<file path="config.mk">
export PLATFORM = sky130hd
export DESIGN_NAME = usmf_ctrl
export DESIGN_NICKNAME = d
export VERILOG_FILES = /design/src/usmf_pkg.sv /design/src/usmf_ctrl.sv /design/src/usmf_clk_div.sv
export VERILOG_INCLUDE_DIRS = /design/src
export SDC_FILE = /design/constraint.sdc
export NUM_CORES = 1
export LEC_CHECK = 0
export ABC_AREA = 1
export BUFFER_PORTS_ARGS = -buffer_cell sky130_fd_sc_hd__buf_2
export CORE_ASPECT_RATIO = 1.1
export CORE_MARGIN = 1
export CORE_UTILIZATION = 55
export CTS_CLUSTER_DIAMETER = 150
export CTS_CLUSTER_SIZE = 24
export DETAILED_ROUTE_END_ITERATION = 16
export PLACE_DENSITY_LB_ADDON = 0.05
export REMOVE_ABC_BUFFERS = 1
export SETUP_SLACK_MARGIN = 0.15
export SLEW_MARGIN = 15
export SYNTH_ARGS = -nofsm -noshare
export SYNTH_HDL_FRONTEND = slang
export SYNTH_HIERARCHICAL = 1
export SYNTH_SLANG_ARGS = --single-unit
</file>
<file path="constraint.sdc">
create_clock -name clk_sys -period 5.1 [get_ports clk_sys]
set_input_delay 1.53 -clock clk_sys [delete_from_list [all_inputs] [get_ports clk_sys]]
set_output_delay 1.53 -clock clk_sys [all_outputs]
set_load 0.02 [all_outputs]
</file>
<file path="src/usmf_params.svh">
// Register offsets, field positions, reset values and masks of the mode and prescaler block.
`ifndef USMF_PARAMS_SVH
`define USMF_PARAMS_SVH

`define USMF_ADDR_W 8
`define USMF_OFS_MODE_FLOW 8'h14
`define USMF_OFS_GUARD_PSC 8'h18
`define USMF_OFS_IRQ_STAT 8'h20
`define USMF_OFS_IRQ_CLR 8'h24
`define USMF_OFS_IRQ_EN 8'h28

`define USMF_BIT_ERR_IRQ_EN 0
`define USMF_BIT_IR_EN 1
`define USMF_BIT_IR_LOW_POWER 2
`define USMF_BIT_HALF_DUPLEX 3
`define USMF_BIT_NACK_EN 4
`define USMF_BIT_SMARTCARD 5
`define USMF_BIT_RX_DMA 6
`define USMF_BIT_TX_DMA 7
`define USMF_BIT_RTS_FLOW 8
`define USMF_BIT_CTS_FLOW 9
`define USMF_BIT_CTS_IRQ_EN 10

`define USMF_MODE_FLOW_RESET 32'h00000000
`define USMF_GUARD_PSC_RESET 32'h00000000
`define USMF_MODE_FLOW_MASK 32'h000007FF
`define USMF_MODE_FLOW_MASK_REDUCED 32'h000000CF
`define USMF_GUARD_PSC_MASK 32'h0000FFFF
`define USMF_GUARD_PSC_MASK_REDUCED 32'h000000FF

`define USMF_PSC_LSB 0
`define USMF_PSC_MSB 7
`define USMF_SC_PSC_MSB 4
`define USMF_GUARD_LSB 8
`define USMF_GUARD_MSB 15

`define USMF_IRQ_W 3
`define USMF_IRQ_CTS 0
`define USMF_IRQ_ERR 1
`define USMF_IRQ_TC 2
`define USMF_IRQ_RESET 3'h0

`define USMF_RESP_OKAY 2'h0
`define USMF_RESP_SLVERR 2'h2

`endif

</file>
<file path="src/usmf_pkg.sv">
// Types shared by the mode and prescaler block.
`default_nettype none
package usmf_pkg;

  typedef struct packed {
    logic smartcard;
    logic nackOnParity;
    logic halfDuplex;
    logic irEnable;
    logic irLowPower;
  } usmf_mode_s;

  typedef struct packed {
    logic framingErr;
    logic overrunErr;
    logic noiseErr;
    logic txFrameDone;
    logic baudTick;
  } usmf_evt_s;

  typedef struct packed {
    logic txReq;
    logic rxReq;
  } usmf_dma_s;

  typedef enum logic [0:0] {GT_IDLE, GT_WAIT} usmf_guard_e;

endpackage
`default_nettype wire

</file>
<file path="src/usmf_ctrl.sv">
// Mode, flow control, guard time and prescaler control of a serial port, on AXI4-Lite.
`default_nettype none
`include "usmf_params.svh"
module usmf_ctrl
  import usmf_pkg::*;
#(
  parameter int REDUCED = 0
) (
  // Clock and reset.
  input wire logic clk_sys,
  input wire logic sys_rst,
  // AXI4-Lite write address.
  input wire logic s_axi_awvalid,
  output logic s_axi_awready,
  input wire logic [`USMF_ADDR_W-1:0] s_axi_awaddr,
  input wire logic [2:0] s_axi_awprot,
  // AXI4-Lite write data.
  input wire logic s_axi_wvalid,
  output logic s_axi_wready,
  input wire logic [31:0] s_axi_wdata,
  input wire logic [3:0] s_axi_wstrb,
  // AXI4-Lite write response.
  output logic s_axi_bvalid,
  input wire logic s_axi_bready,
  output logic [1:0] s_axi_bresp,
  // AXI4-Lite read address.
  input wire logic s_axi_arvalid,
  output logic s_axi_arready,
  input wire logic [`USMF_ADDR_W-1:0] s_axi_araddr,
  input wire logic [2:0] s_axi_arprot,
  // AXI4-Lite read data.
  output logic s_axi_rvalid,
  input wire logic s_axi_rready,
  output logic [31:0] s_axi_rdata,
  output logic [1:0] s_axi_rresp,
  // Modem pins.
  input wire logic ctsN,
  output logic rtsN,
  // Frame engine side.
  input wire usmf_evt_s engineEvt,
  input wire logic rxReady,
  input wire usmf_dma_s dmaReqRaw,
  output usmf_dma_s dmaReq,
  output usmf_mode_s mode,
  output logic txAllowed,
  output logic transmitCompleteFlag,
  output logic irLowPowerTick,
  output logic smartcardClk,
  // Interrupt.
  output logic irq
);

  localparam logic [31:0] ModeMask = (REDUCED != 0) ? `USMF_MODE_FLOW_MASK_REDUCED :
                                                      `USMF_MODE_FLOW_MASK;
  localparam logic [31:0] GuardMask = (REDUCED != 0) ? `USMF_GUARD_PSC_MASK_REDUCED :
                                                       `USMF_GUARD_PSC_MASK;

  initial begin
    if (REDUCED != 0 && REDUCED != 1) begin
      $error("usmf_ctrl REDUCED must be 0 or 1");
    end
  end

  logic [31:0] modeFlow_ff;
  logic [31:0] guardPsc_ff;
  logic [`USMF_IRQ_W-1:0] irqStat_ff;
  logic [`USMF_IRQ_W-1:0] irqEn_ff;
  logic [`USMF_IRQ_W-1:0] irqSet;
  logic [`USMF_IRQ_W-1:0] irqClr;
  logic [`USMF_IRQ_W-1:0] irqGate;
  logic awHeld_ff;
  logic wHeld_ff;
  logic [`USMF_ADDR_W-1:0] awAddr_ff;
  logic [31:0] wData_ff;
  logic [3:0] wStrb_ff;
  logic bValid_ff;
  logic [1:0] bResp_ff;
  logic rValid_ff;
  logic [31:0] rData_ff;
  logic [1:0] rResp_ff;
  logic doWrite;
  logic [1:0] nxt_bResp;
  logic [31:0] nxt_rData;
  logic [1:0] nxt_rResp;
  logic ctsMeta_ff;
  logic ctsSync_ff;
  logic ctsLast_ff;
  logic [1:0] ctsWarm_ff;
  logic ctsChange;
  logic rtsN_ff;
  usmf_dma_s dmaReq_ff;
  usmf_guard_e guardState_ff;
  logic [7:0] guardCnt_ff;
  logic tcPulse_ff;
  logic scTick;
  logic lpTick;
  logic [7:0] lpDivisor;
  logic [7:0] scDivisor;

  // Control fields.
  logic ctsIrqEn;
  logic ctsFlowEn;
  logic rtsFlowEn;
  logic txDmaEn;
  logic rxDmaEn;
  logic errIrqEn;
  logic [7:0] guardTime;
  logic [7:0] prescale;

  assign ctsIrqEn = modeFlow_ff[`USMF_BIT_CTS_IRQ_EN];
  assign ctsFlowEn = modeFlow_ff[`USMF_BIT_CTS_FLOW];
  assign rtsFlowEn = modeFlow_ff[`USMF_BIT_RTS_FLOW];
  assign txDmaEn = modeFlow_ff[`USMF_BIT_TX_DMA];
  assign rxDmaEn = modeFlow_ff[`USMF_BIT_RX_DMA];
  assign errIrqEn = modeFlow_ff[`USMF_BIT_ERR_IRQ_EN];
  assign guardTime = guardPsc_ff[`USMF_GUARD_MSB:`USMF_GUARD_LSB];
  assign prescale = guardPsc_ff[`USMF_PSC_MSB:`USMF_PSC_LSB];

  // Write channel: address and data are taken in either order, then one response.
  assign s_axi_awready = !awHeld_ff && !bValid_ff;
  assign s_axi_wready = !wHeld_ff && !bValid_ff;
  assign doWrite = awHeld_ff && wHeld_ff && !bValid_ff;

  always_ff @(posedge clk_sys or posedge sys_rst) begin
    if (sys_rst) begin
      awHeld_ff <= 1'b0;
      awAddr_ff <= '0;
    end else if (s_axi_awvalid && s_axi_awready) begin
      awHeld_ff <= 1'b1;
      awAddr_ff <= s_axi_awaddr;
    end else if (doWrite) begin
      awHeld_ff <= 1'b0;
    end
  end

  always_ff @(posedge clk_sys or posedge sys_rst) begin
    if (sys_rst) begin
      wHeld_ff <= 1'b0;
      wData_ff <= '0;
      wStrb_ff <= '0;
    end else if (s_axi_wvalid && s_axi_wready) begin
      wHeld_ff <= 1'b1;
      wData_ff <= s_axi_wdata;
      wStrb_ff <= s_axi_wstrb;
    end else if (doWrite) begin
      wHeld_ff <= 1'b0;
    end
  end

  always_comb begin
    nxt_bResp = `USMF_RESP_OKAY;
    unique case (awAddr_ff)
      `USMF_OFS_MODE_FLOW, `USMF_OFS_GUARD_PSC, `USMF_OFS_IRQ_CLR, `USMF_OFS_IRQ_EN: begin
        nxt_bResp = `USMF_RESP_OKAY;
      end
      default: begin
        nxt_bResp = `USMF_RESP_SLVERR;
      end
    endcase
  end

  always_ff @(posedge clk_sys or posedge sys_rst) begin
    if (sys_rst) begin
      bValid_ff <= 1'b0;
      bResp_ff <= `USMF_RESP_OKAY;
    end else if (doWrite) begin
      bValid_ff <= 1'b1;
      bResp_ff <= nxt_bResp;
    end else if (s_axi_bready) begin
      bValid_ff <= 1'b0;
    end
  end

  // Partial writes to the mode and guard time registers are dropped rather than merged.
  always_ff @(posedge clk_sys or posedge sys_rst) begin
    if (sys_rst) begin
      modeFlow_ff <= `USMF_MODE_FLOW_RESET;
    end else if (doWrite && awAddr_ff == `USMF_OFS_MODE_FLOW && wStrb_ff == 4'hF) begin
      modeFlow_ff <= wData_ff & ModeMask;
    end
  end

  always_ff @(posedge clk_sys or posedge sys_rst) begin
    if (sys_rst) begin
      guardPsc_ff <= `USMF_GUARD_PSC_RESET;
    end else if (doWrite && awAddr_ff == `USMF_OFS_GUARD_PSC && wStrb_ff == 4'hF) begin
      guardPsc_ff <= wData_ff & GuardMask;
    end
  end

  always_ff @(posedge clk_sys or posedge sys_rst) begin
    if (sys_rst) begin
      irqEn_ff <= `USMF_IRQ_RESET;
    end else if (doWrite && awAddr_ff == `USMF_OFS_IRQ_EN && wStrb_ff[0]) begin
      irqEn_ff <= wData_ff[`USMF_IRQ_W-1:0];
    end
  end

  assign irqClr = (doWrite && awAddr_ff == `USMF_OFS_IRQ_CLR && wStrb_ff[0]) ?
                  wData_ff[`USMF_IRQ_W-1:0] : '0;

  // Read channel answers one cycle after the address is taken.
  assign s_axi_arready = !rValid_ff;

  always_comb begin
    nxt_rData = '0;
    nxt_rResp = `USMF_RESP_OKAY;
    unique case (s_axi_araddr)
      `USMF_OFS_MODE_FLOW: begin
        nxt_rData = modeFlow_ff;
      end
      `USMF_OFS_GUARD_PSC: begin
        nxt_rData = guardPsc_ff;
      end
      `USMF_OFS_IRQ_STAT: begin
        nxt_rData = {29'h0, irqStat_ff};
      end
      `USMF_OFS_IRQ_EN: begin
        nxt_rData = {29'h0, irqEn_ff};
      end
      `USMF_OFS_IRQ_CLR: begin
        nxt_rData = '0;
      end
      default: begin
        nxt_rResp = `USMF_RESP_SLVERR;
      end
    endcase
  end

  always_ff @(posedge clk_sys or posedge sys_rst) begin
    if (sys_rst) begin
      rValid_ff <= 1'b0;
      rData_ff <= '0;
      rResp_ff <= `USMF_RESP_OKAY;
    end else if (s_axi_arvalid && s_axi_arready) begin
      rValid_ff <= 1'b1;
      rData_ff <= nxt_rData;
      rResp_ff <= nxt_rResp;
    end else if (s_axi_rready) begin
      rValid_ff <= 1'b0;
    end
  end

  assign s_axi_bvalid = bValid_ff;
  assign s_axi_bresp = bResp_ff;
  assign s_axi_rvalid = rValid_ff;
  assign s_axi_rdata = rData_ff;
  assign s_axi_rresp = rResp_ff;

  // Clear-to-send is synchronised; edges count only once the chain holds real pin samples.
  always_ff @(posedge clk_sys or posedge sys_rst) begin
    if (sys_rst) begin
      ctsMeta_ff <= 1'b1;
      ctsSync_ff <= 1'b1;
      ctsLast_ff <= 1'b1;
      ctsWarm_ff <= 2'h0;
    end else begin
      ctsMeta_ff <= ctsN;
      ctsSync_ff <= ctsMeta_ff;
      ctsLast_ff <= ctsSync_ff;
      ctsWarm_ff <= ctsWarm_ff + {1'b0, ctsWarm_ff != 2'h3};
    end
  end

  assign ctsChange = (ctsSync_ff ^ ctsLast_ff) && ctsWarm_ff == 2'h3;
  assign txAllowed = !ctsFlowEn || !ctsSync_ff;

  // With flow control off the line is held asserted so the partner never stalls.
  always_ff @(posedge clk_sys or posedge sys_rst) begin
    if (sys_rst) begin
      rtsN_ff <= 1'b1;
    end else begin
      rtsN_ff <= rtsFlowEn ? !rxReady : 1'b0;
    end
  end

  assign rtsN = rtsN_ff;

  always_ff @(posedge clk_sys or posedge sys_rst) begin
    if (sys_rst) begin
      dmaReq_ff <= '0;
    end else begin
      dmaReq_ff.txReq <= dmaReqRaw.txReq && txDmaEn;
      dmaReq_ff.rxReq <= dmaReqRaw.rxReq && rxDmaEn;
    end
  end

  assign dmaReq = dmaReq_ff;

  // Mode selections handed to the frame engine.
  assign mode.smartcard = modeFlow_ff[`USMF_BIT_SMARTCARD];
  assign mode.nackOnParity = modeFlow_ff[`USMF_BIT_SMARTCARD] &&
                             modeFlow_ff[`USMF_BIT_NACK_EN];
  assign mode.halfDuplex = modeFlow_ff[`USMF_BIT_HALF_DUPLEX];
  assign mode.irEnable = modeFlow_ff[`USMF_BIT_IR_EN];
  assign mode.irLowPower = modeFlow_ff[`USMF_BIT_IR_EN] &&
                           modeFlow_ff[`USMF_BIT_IR_LOW_POWER];

  // In smartcard mode the guard time holds back transmit complete by whole baud periods.
  always_ff @(posedge clk_sys or posedge sys_rst) begin
    if (sys_rst) begin
      guardState_ff <= GT_IDLE;
      guardCnt_ff <= '0;
      tcPulse_ff <= 1'b0;
    end else begin
      tcPulse_ff <= 1'b0;
      unique case (guardState_ff)
        GT_IDLE: begin
          if (engineEvt.txFrameDone) begin
            if (mode.smartcard && guardTime != 8'h00) begin
              guardState_ff <= GT_WAIT;
              guardCnt_ff <= guardTime;
            end else begin
              tcPulse_ff <= 1'b1;
            end
          end
        end
        GT_WAIT: begin
          if (engineEvt.baudTick) begin
            if (guardCnt_ff == 8'h01) begin
              guardState_ff <= GT_IDLE;
              tcPulse_ff <= 1'b1;
            end
            guardCnt_ff <= guardCnt_ff - 8'h01;
          end
        end
      endcase
    end
  end

  assign transmitCompleteFlag = tcPulse_ff;

  // Dividers: the smartcard path sees only the low five prescaler bits.
  assign lpDivisor = prescale;
  assign scDivisor = {3'h0, prescale[`USMF_SC_PSC_MSB:0]};

  usmf_clk_div #(
    .W(8)
  ) u_lp_div (
    .clk_sys(clk_sys),
    .sys_rst(sys_rst),
    .enable(mode.irLowPower),
    .divisor(lpDivisor),
    .tick(lpTick),
    .clkOut()
  );

  usmf_clk_div #(
    .W(8)
  ) u_sc_div (
    .clk_sys(clk_sys),
    .sys_rst(sys_rst),
    .enable(mode.smartcard),
    .divisor(scDivisor),
    .tick(scTick),
    .clkOut(smartcardClk)
  );

  assign irLowPowerTick = lpTick;

  // Sticky event bits; a set in the same cycle as a clear wins.
  assign irqSet[`USMF_IRQ_CTS] = ctsChange;
  assign irqSet[`USMF_IRQ_ERR] = engineEvt.framingErr || engineEvt.overrunErr ||
                                 engineEvt.noiseErr;
  assign irqSet[`USMF_IRQ_TC] = tcPulse_ff;

  always_ff @(posedge clk_sys or posedge sys_rst) begin
    if (sys_rst) begin
      irqStat_ff <= `USMF_IRQ_RESET;
    end else begin
      irqStat_ff <= (irqStat_ff & ~irqClr) | irqSet;
    end
  end

  assign irqGate[`USMF_IRQ_CTS] = ctsIrqEn;
  assign irqGate[`USMF_IRQ_ERR] = errIrqEn && rxDmaEn;
  assign irqGate[`USMF_IRQ_TC] = 1'b1;
  assign irq = |(irqStat_ff & irqEn_ff & irqGate);

endmodule
`default_nettype wire

</file>
<file path="src/usmf_clk_div.sv">
// Programmable divider giving a one-cycle tick every divisor cycles and a toggled clock.
`default_nettype none
module usmf_clk_div #(
  parameter int W = 8
) (
  // Clock and reset.
  input wire logic clk_sys,
  input wire logic sys_rst,
  // Control.
  input wire logic enable,
  input wire logic [W-1:0] divisor,
  // Outputs.
  output logic tick,
  output logic clkOut
);

  logic [W-1:0] cnt_ff;
  logic tick_ff;
  logic clk_ff;

  initial begin
    if (W < 1) begin
      $error("usmf_clk_div needs W of at least 1");
    end
  end

  // A zero divisor is reserved, so the divider simply stays idle on it.
  always_ff @(posedge clk_sys or posedge sys_rst) begin
    if (sys_rst) begin
      cnt_ff <= '0;
      tick_ff <= 1'b0;
    end else if (!enable || divisor == '0) begin
      cnt_ff <= '0;
      tick_ff <= 1'b0;
    end else if (cnt_ff + W'(1) >= divisor) begin
      cnt_ff <= '0;
      tick_ff <= 1'b1;
    end else begin
      cnt_ff <= cnt_ff + W'(1);
      tick_ff <= 1'b0;
    end
  end

  always_ff @(posedge clk_sys or posedge sys_rst) begin
    if (sys_rst) begin
      clk_ff <= 1'b0;
    end else if (!enable || divisor == '0) begin
      clk_ff <= 1'b0;
    end else if (tick_ff) begin
      clk_ff <= ~clk_ff;
    end
  end

  assign tick = tick_ff;
  assign clkOut = clk_ff;

endmodule
`default_nettype wire

</file>
==> results_tabular.tex <==
\begin{tabular}{lr}
\hline
Metric & Value \\
\hline
\multicolumn{2}{l}{\textbf{Critical path}} \\
Crit-path max FO & 12 \\
Startpoint type of the worst setup path & primary input \\
Type of destination of the critical path & flop \\
Critical register-to-register path startpoint & u\_lp\_div/cnt\_ff[0]\$\_DFF\_PP0\_ \\
Arr. time, crit path & 3190 ps \\
Worst path required time & 5450 ps \\
CP Class & in -> reg \\
Worst Setup SP & s\_axi\_araddr[5] \\
\multicolumn{2}{l}{\textbf{Power and ir drop}} \\
Worst ir drop on vdd & 0.3427 mV \\
P per Cell Area & 395.6 nW/um2 \\
Leakage component of the power & 0.003782 uW \\
\multicolumn{2}{l}{\textbf{Floorplanning}} \\
Number of top-level pins & 128 \\
Core Footprint & 10910 um2 \\
Area enclosed by the die boundary & 11640 um2 \\
Starting density of the core & 56.50\% \\
Number of standard-cell rows in the floorplan & 40 \\
Die span in x & 102.9 um \\
Die Height & 113.0 um \\
\multicolumn{2}{l}{\textbf{CTS}} \\
CTS tree & done \\
Number of buffers on the longest clock path & 2 \\
H-tree depth reported by CTS & 4 \\
Clock tree sinks & 120 \\
\# hold bufs at CTS & 0 \\
Number of buffers inserted during clock tree synthesis & 17 \\
Number of resized instances in the post-cts repair step & 0 \\
Post-CTS setup buffer count & 0 \\
Clock tree root driver cell & sky130\_fd\_sc\_hd\_\_clkbuf\_16 \\
Insertion delay of the later-clocked pin in the worst-skew pair & 420 ps \\
Clock edge transition at the registers on the reported setup and hold paths & 60 ps \\
\multicolumn{2}{l}{\textbf{Finish}} \\
Post-synthesis to final-layout area growth & 17.21\% \\
Share of layout cells above drive strength 1 & 24.55\% \\
Total non-filler cell area in the finished layout & 7226 um2 \\
Final nets & 908 \\
Diodes inserted & 0 \\
\multicolumn{2}{l}{\textbf{Routing}} \\
Drt first-iter violations & 200 \\
Wirelength per Cell & 13.30 um \\
Pre-Repair DR Iteration Count & 4 \\
DRC Markers & 0 \\
Average via count per standard cell & 4.892 \\
DRT Wirelength & 12.95 mm \\
Vias & 4765 \\
Routed Antenna Nets & 0 \\
\multicolumn{2}{l}{\textbf{Placed design}} \\
DPL Wire Length & 9.245 mm \\
Total placed instance area & 6628 um2 \\
Gpl congestion & 0.8608 \\
PortBufs & 87 \\
\multicolumn{2}{l}{\textbf{Timing}} \\
Number of hold-slack violations in the final timing report & 0 \\
Worst clock skew & 6.654 ps \\
TNS Setup & 0 ps \\
RSZ-0062 raised after global routing & no \\
Final period util & 55.63\% \\
Fmax achieved & 352.5 MHz \\
Slew @ Worst Pin & 944.3 ps \\
Number of max-slew violations in the final report & 0 \\
Minimum clock period & 2837 ps \\
Rel. slew slack & 37.05\% \\
Final setup vio count & 0 \\
Worst hold slack after final layout & 356.8 ps \\
\multicolumn{2}{l}{\textbf{Global route}} \\
Via count of the first global-routing pass & 4623 \\
First-pass GRT wire length & 21.34 mm \\
Number of antenna violations at the first check in global routing & 0 \\
Pin count of the biggest net entering global routing & 78 \\
GRT Overall Usage & 24.39\% \\
Overflow after GRT & 0 \\
\multicolumn{2}{l}{\textbf{Flow run}} \\
Count of max-cap constraint violations & 0 \\
\multicolumn{2}{l}{\textbf{Logic synthesis}} \\
Synthesized area divided by synthesized cell count & 8.598 um2 \\
Post-synthesis cell area & 6165 um2 \\
Post-synthesis instance total & 717 \\
Synthesis warning total & 6 \\
\multicolumn{2}{l}{\textbf{Hold path}} \\
Path class of the lowest-slack min-delay path & reg -> reg \\
Worst min-delay path startpoint & ctsMeta\_ff\$\_DFF\_PP1\_ \\
\multicolumn{2}{l}{\textbf{Outcome}} \\
Run status & completed \\
\hline
\end{tabular}
layer usage:
| metal | vias to the layer above | global-route usage, % | wire length [um] |
|---|---|---|---|
| met5 | - | 0 | 0 |
| met4 | 0 | 9.671 | 269 |
| met3 | 22 | 6.609 | 646 |
| met2 | 117 | 41.64 | 6548 |
| met1 | 2219 | 28.92 | 5489 |
| li1 | 2407 | - | - |
power breakdown:
part           internal [uW]  total (uW)  switching, uW
Clock                    747        1200            450
Sequential              1100        1210            106
Combinational            185         457            271
Total                   2030        2860            827
state kept, by name, summed over array words and instances, names as in the netlist, 3 cells and up:
register and flops:
awAddr_ff 8, guardCnt_ff 8, guardPsc_ff 16, irqEn_ff 3
irqStat_ff 3, modeFlow_ff 11, s_axi_rdata 16, u_lp_div/cnt_ff 8
u_sc_div/cnt_ff 8, wData_ff 16, wStrb_ff 4
worst max-delay path, cell delays in order:
cell and delay [ps]:
sky130_fd_sc_hd__buf_2 100, sky130_fd_sc_hd__inv_1 50, sky130_fd_sc_hd__nand2_1 40, sky130_fd_sc_hd__nor2_1 600, sky130_fd_sc_hd__nand2_1 400, sky130_fd_sc_hd__o22ai_1 260, sky130_fd_sc_hd__nand2_1 110, sky130_fd_sc_hd__nand2_1 90
stage by stage:
stage / power [uW] / instances / utilization, % / setup WS, ps
6_report: 2859 / 974 / 66.23 / 2263
3_5_place_dp: 1684 / 942 / 60.75 / 1835
3_3_place_gp: 1659 / 942 / 60.75 / 1889
5_1_grt: 2985 / 974 / 66.23 / 2116
2_1_floorplan: 1549 / 706 / - / 929.5
4_1_cts: 2886 / 974 / 66.23 / 2263
final timing paths:
check                                               end  slack (ps)  cells past startpoint
hold reg to reg                    ctsSync_ff$_DFF_PP1_         360                      0
setup reg to reg           u_lp_div/cnt_ff[7]$_DFF_PP0_        3000                     12
setup / recovery            s_axi_rdata[10]$_DFFE_PP0P_        2260                      8
max in group asynchronous                rtsN$_DFF_PP1_        2830                      3
hold / removal                     ctsSync_ff$_DFF_PP1_         360                      0
min in group asynchronous  u_lp_div/cnt_ff[3]$_DFF_PP0_        1100                      2
cell usage in the layout (no fill, tap or decap), drive strengths merged, types with 8 or more instances in the layout:
cell    count
nand2     185
a21oi      14
inv       106
dfrtp     116
clkbuf     19
mux2       22
buf        89
nand4       8
nand3      47
conb       24
ha         20
nor2       88
o21ai      49
cell type report:
type                       instances  area [um2]
clock inverter                    13       145.1
tap                              147       183.9
inverter                         104       392.9
fill                             934        3685
timing repair buffer              89       450.4
sequential                       120        3008
multi-input combinational        482        2592
clock buffer                      19       452.9
Power figures use the tool's default switching activity.
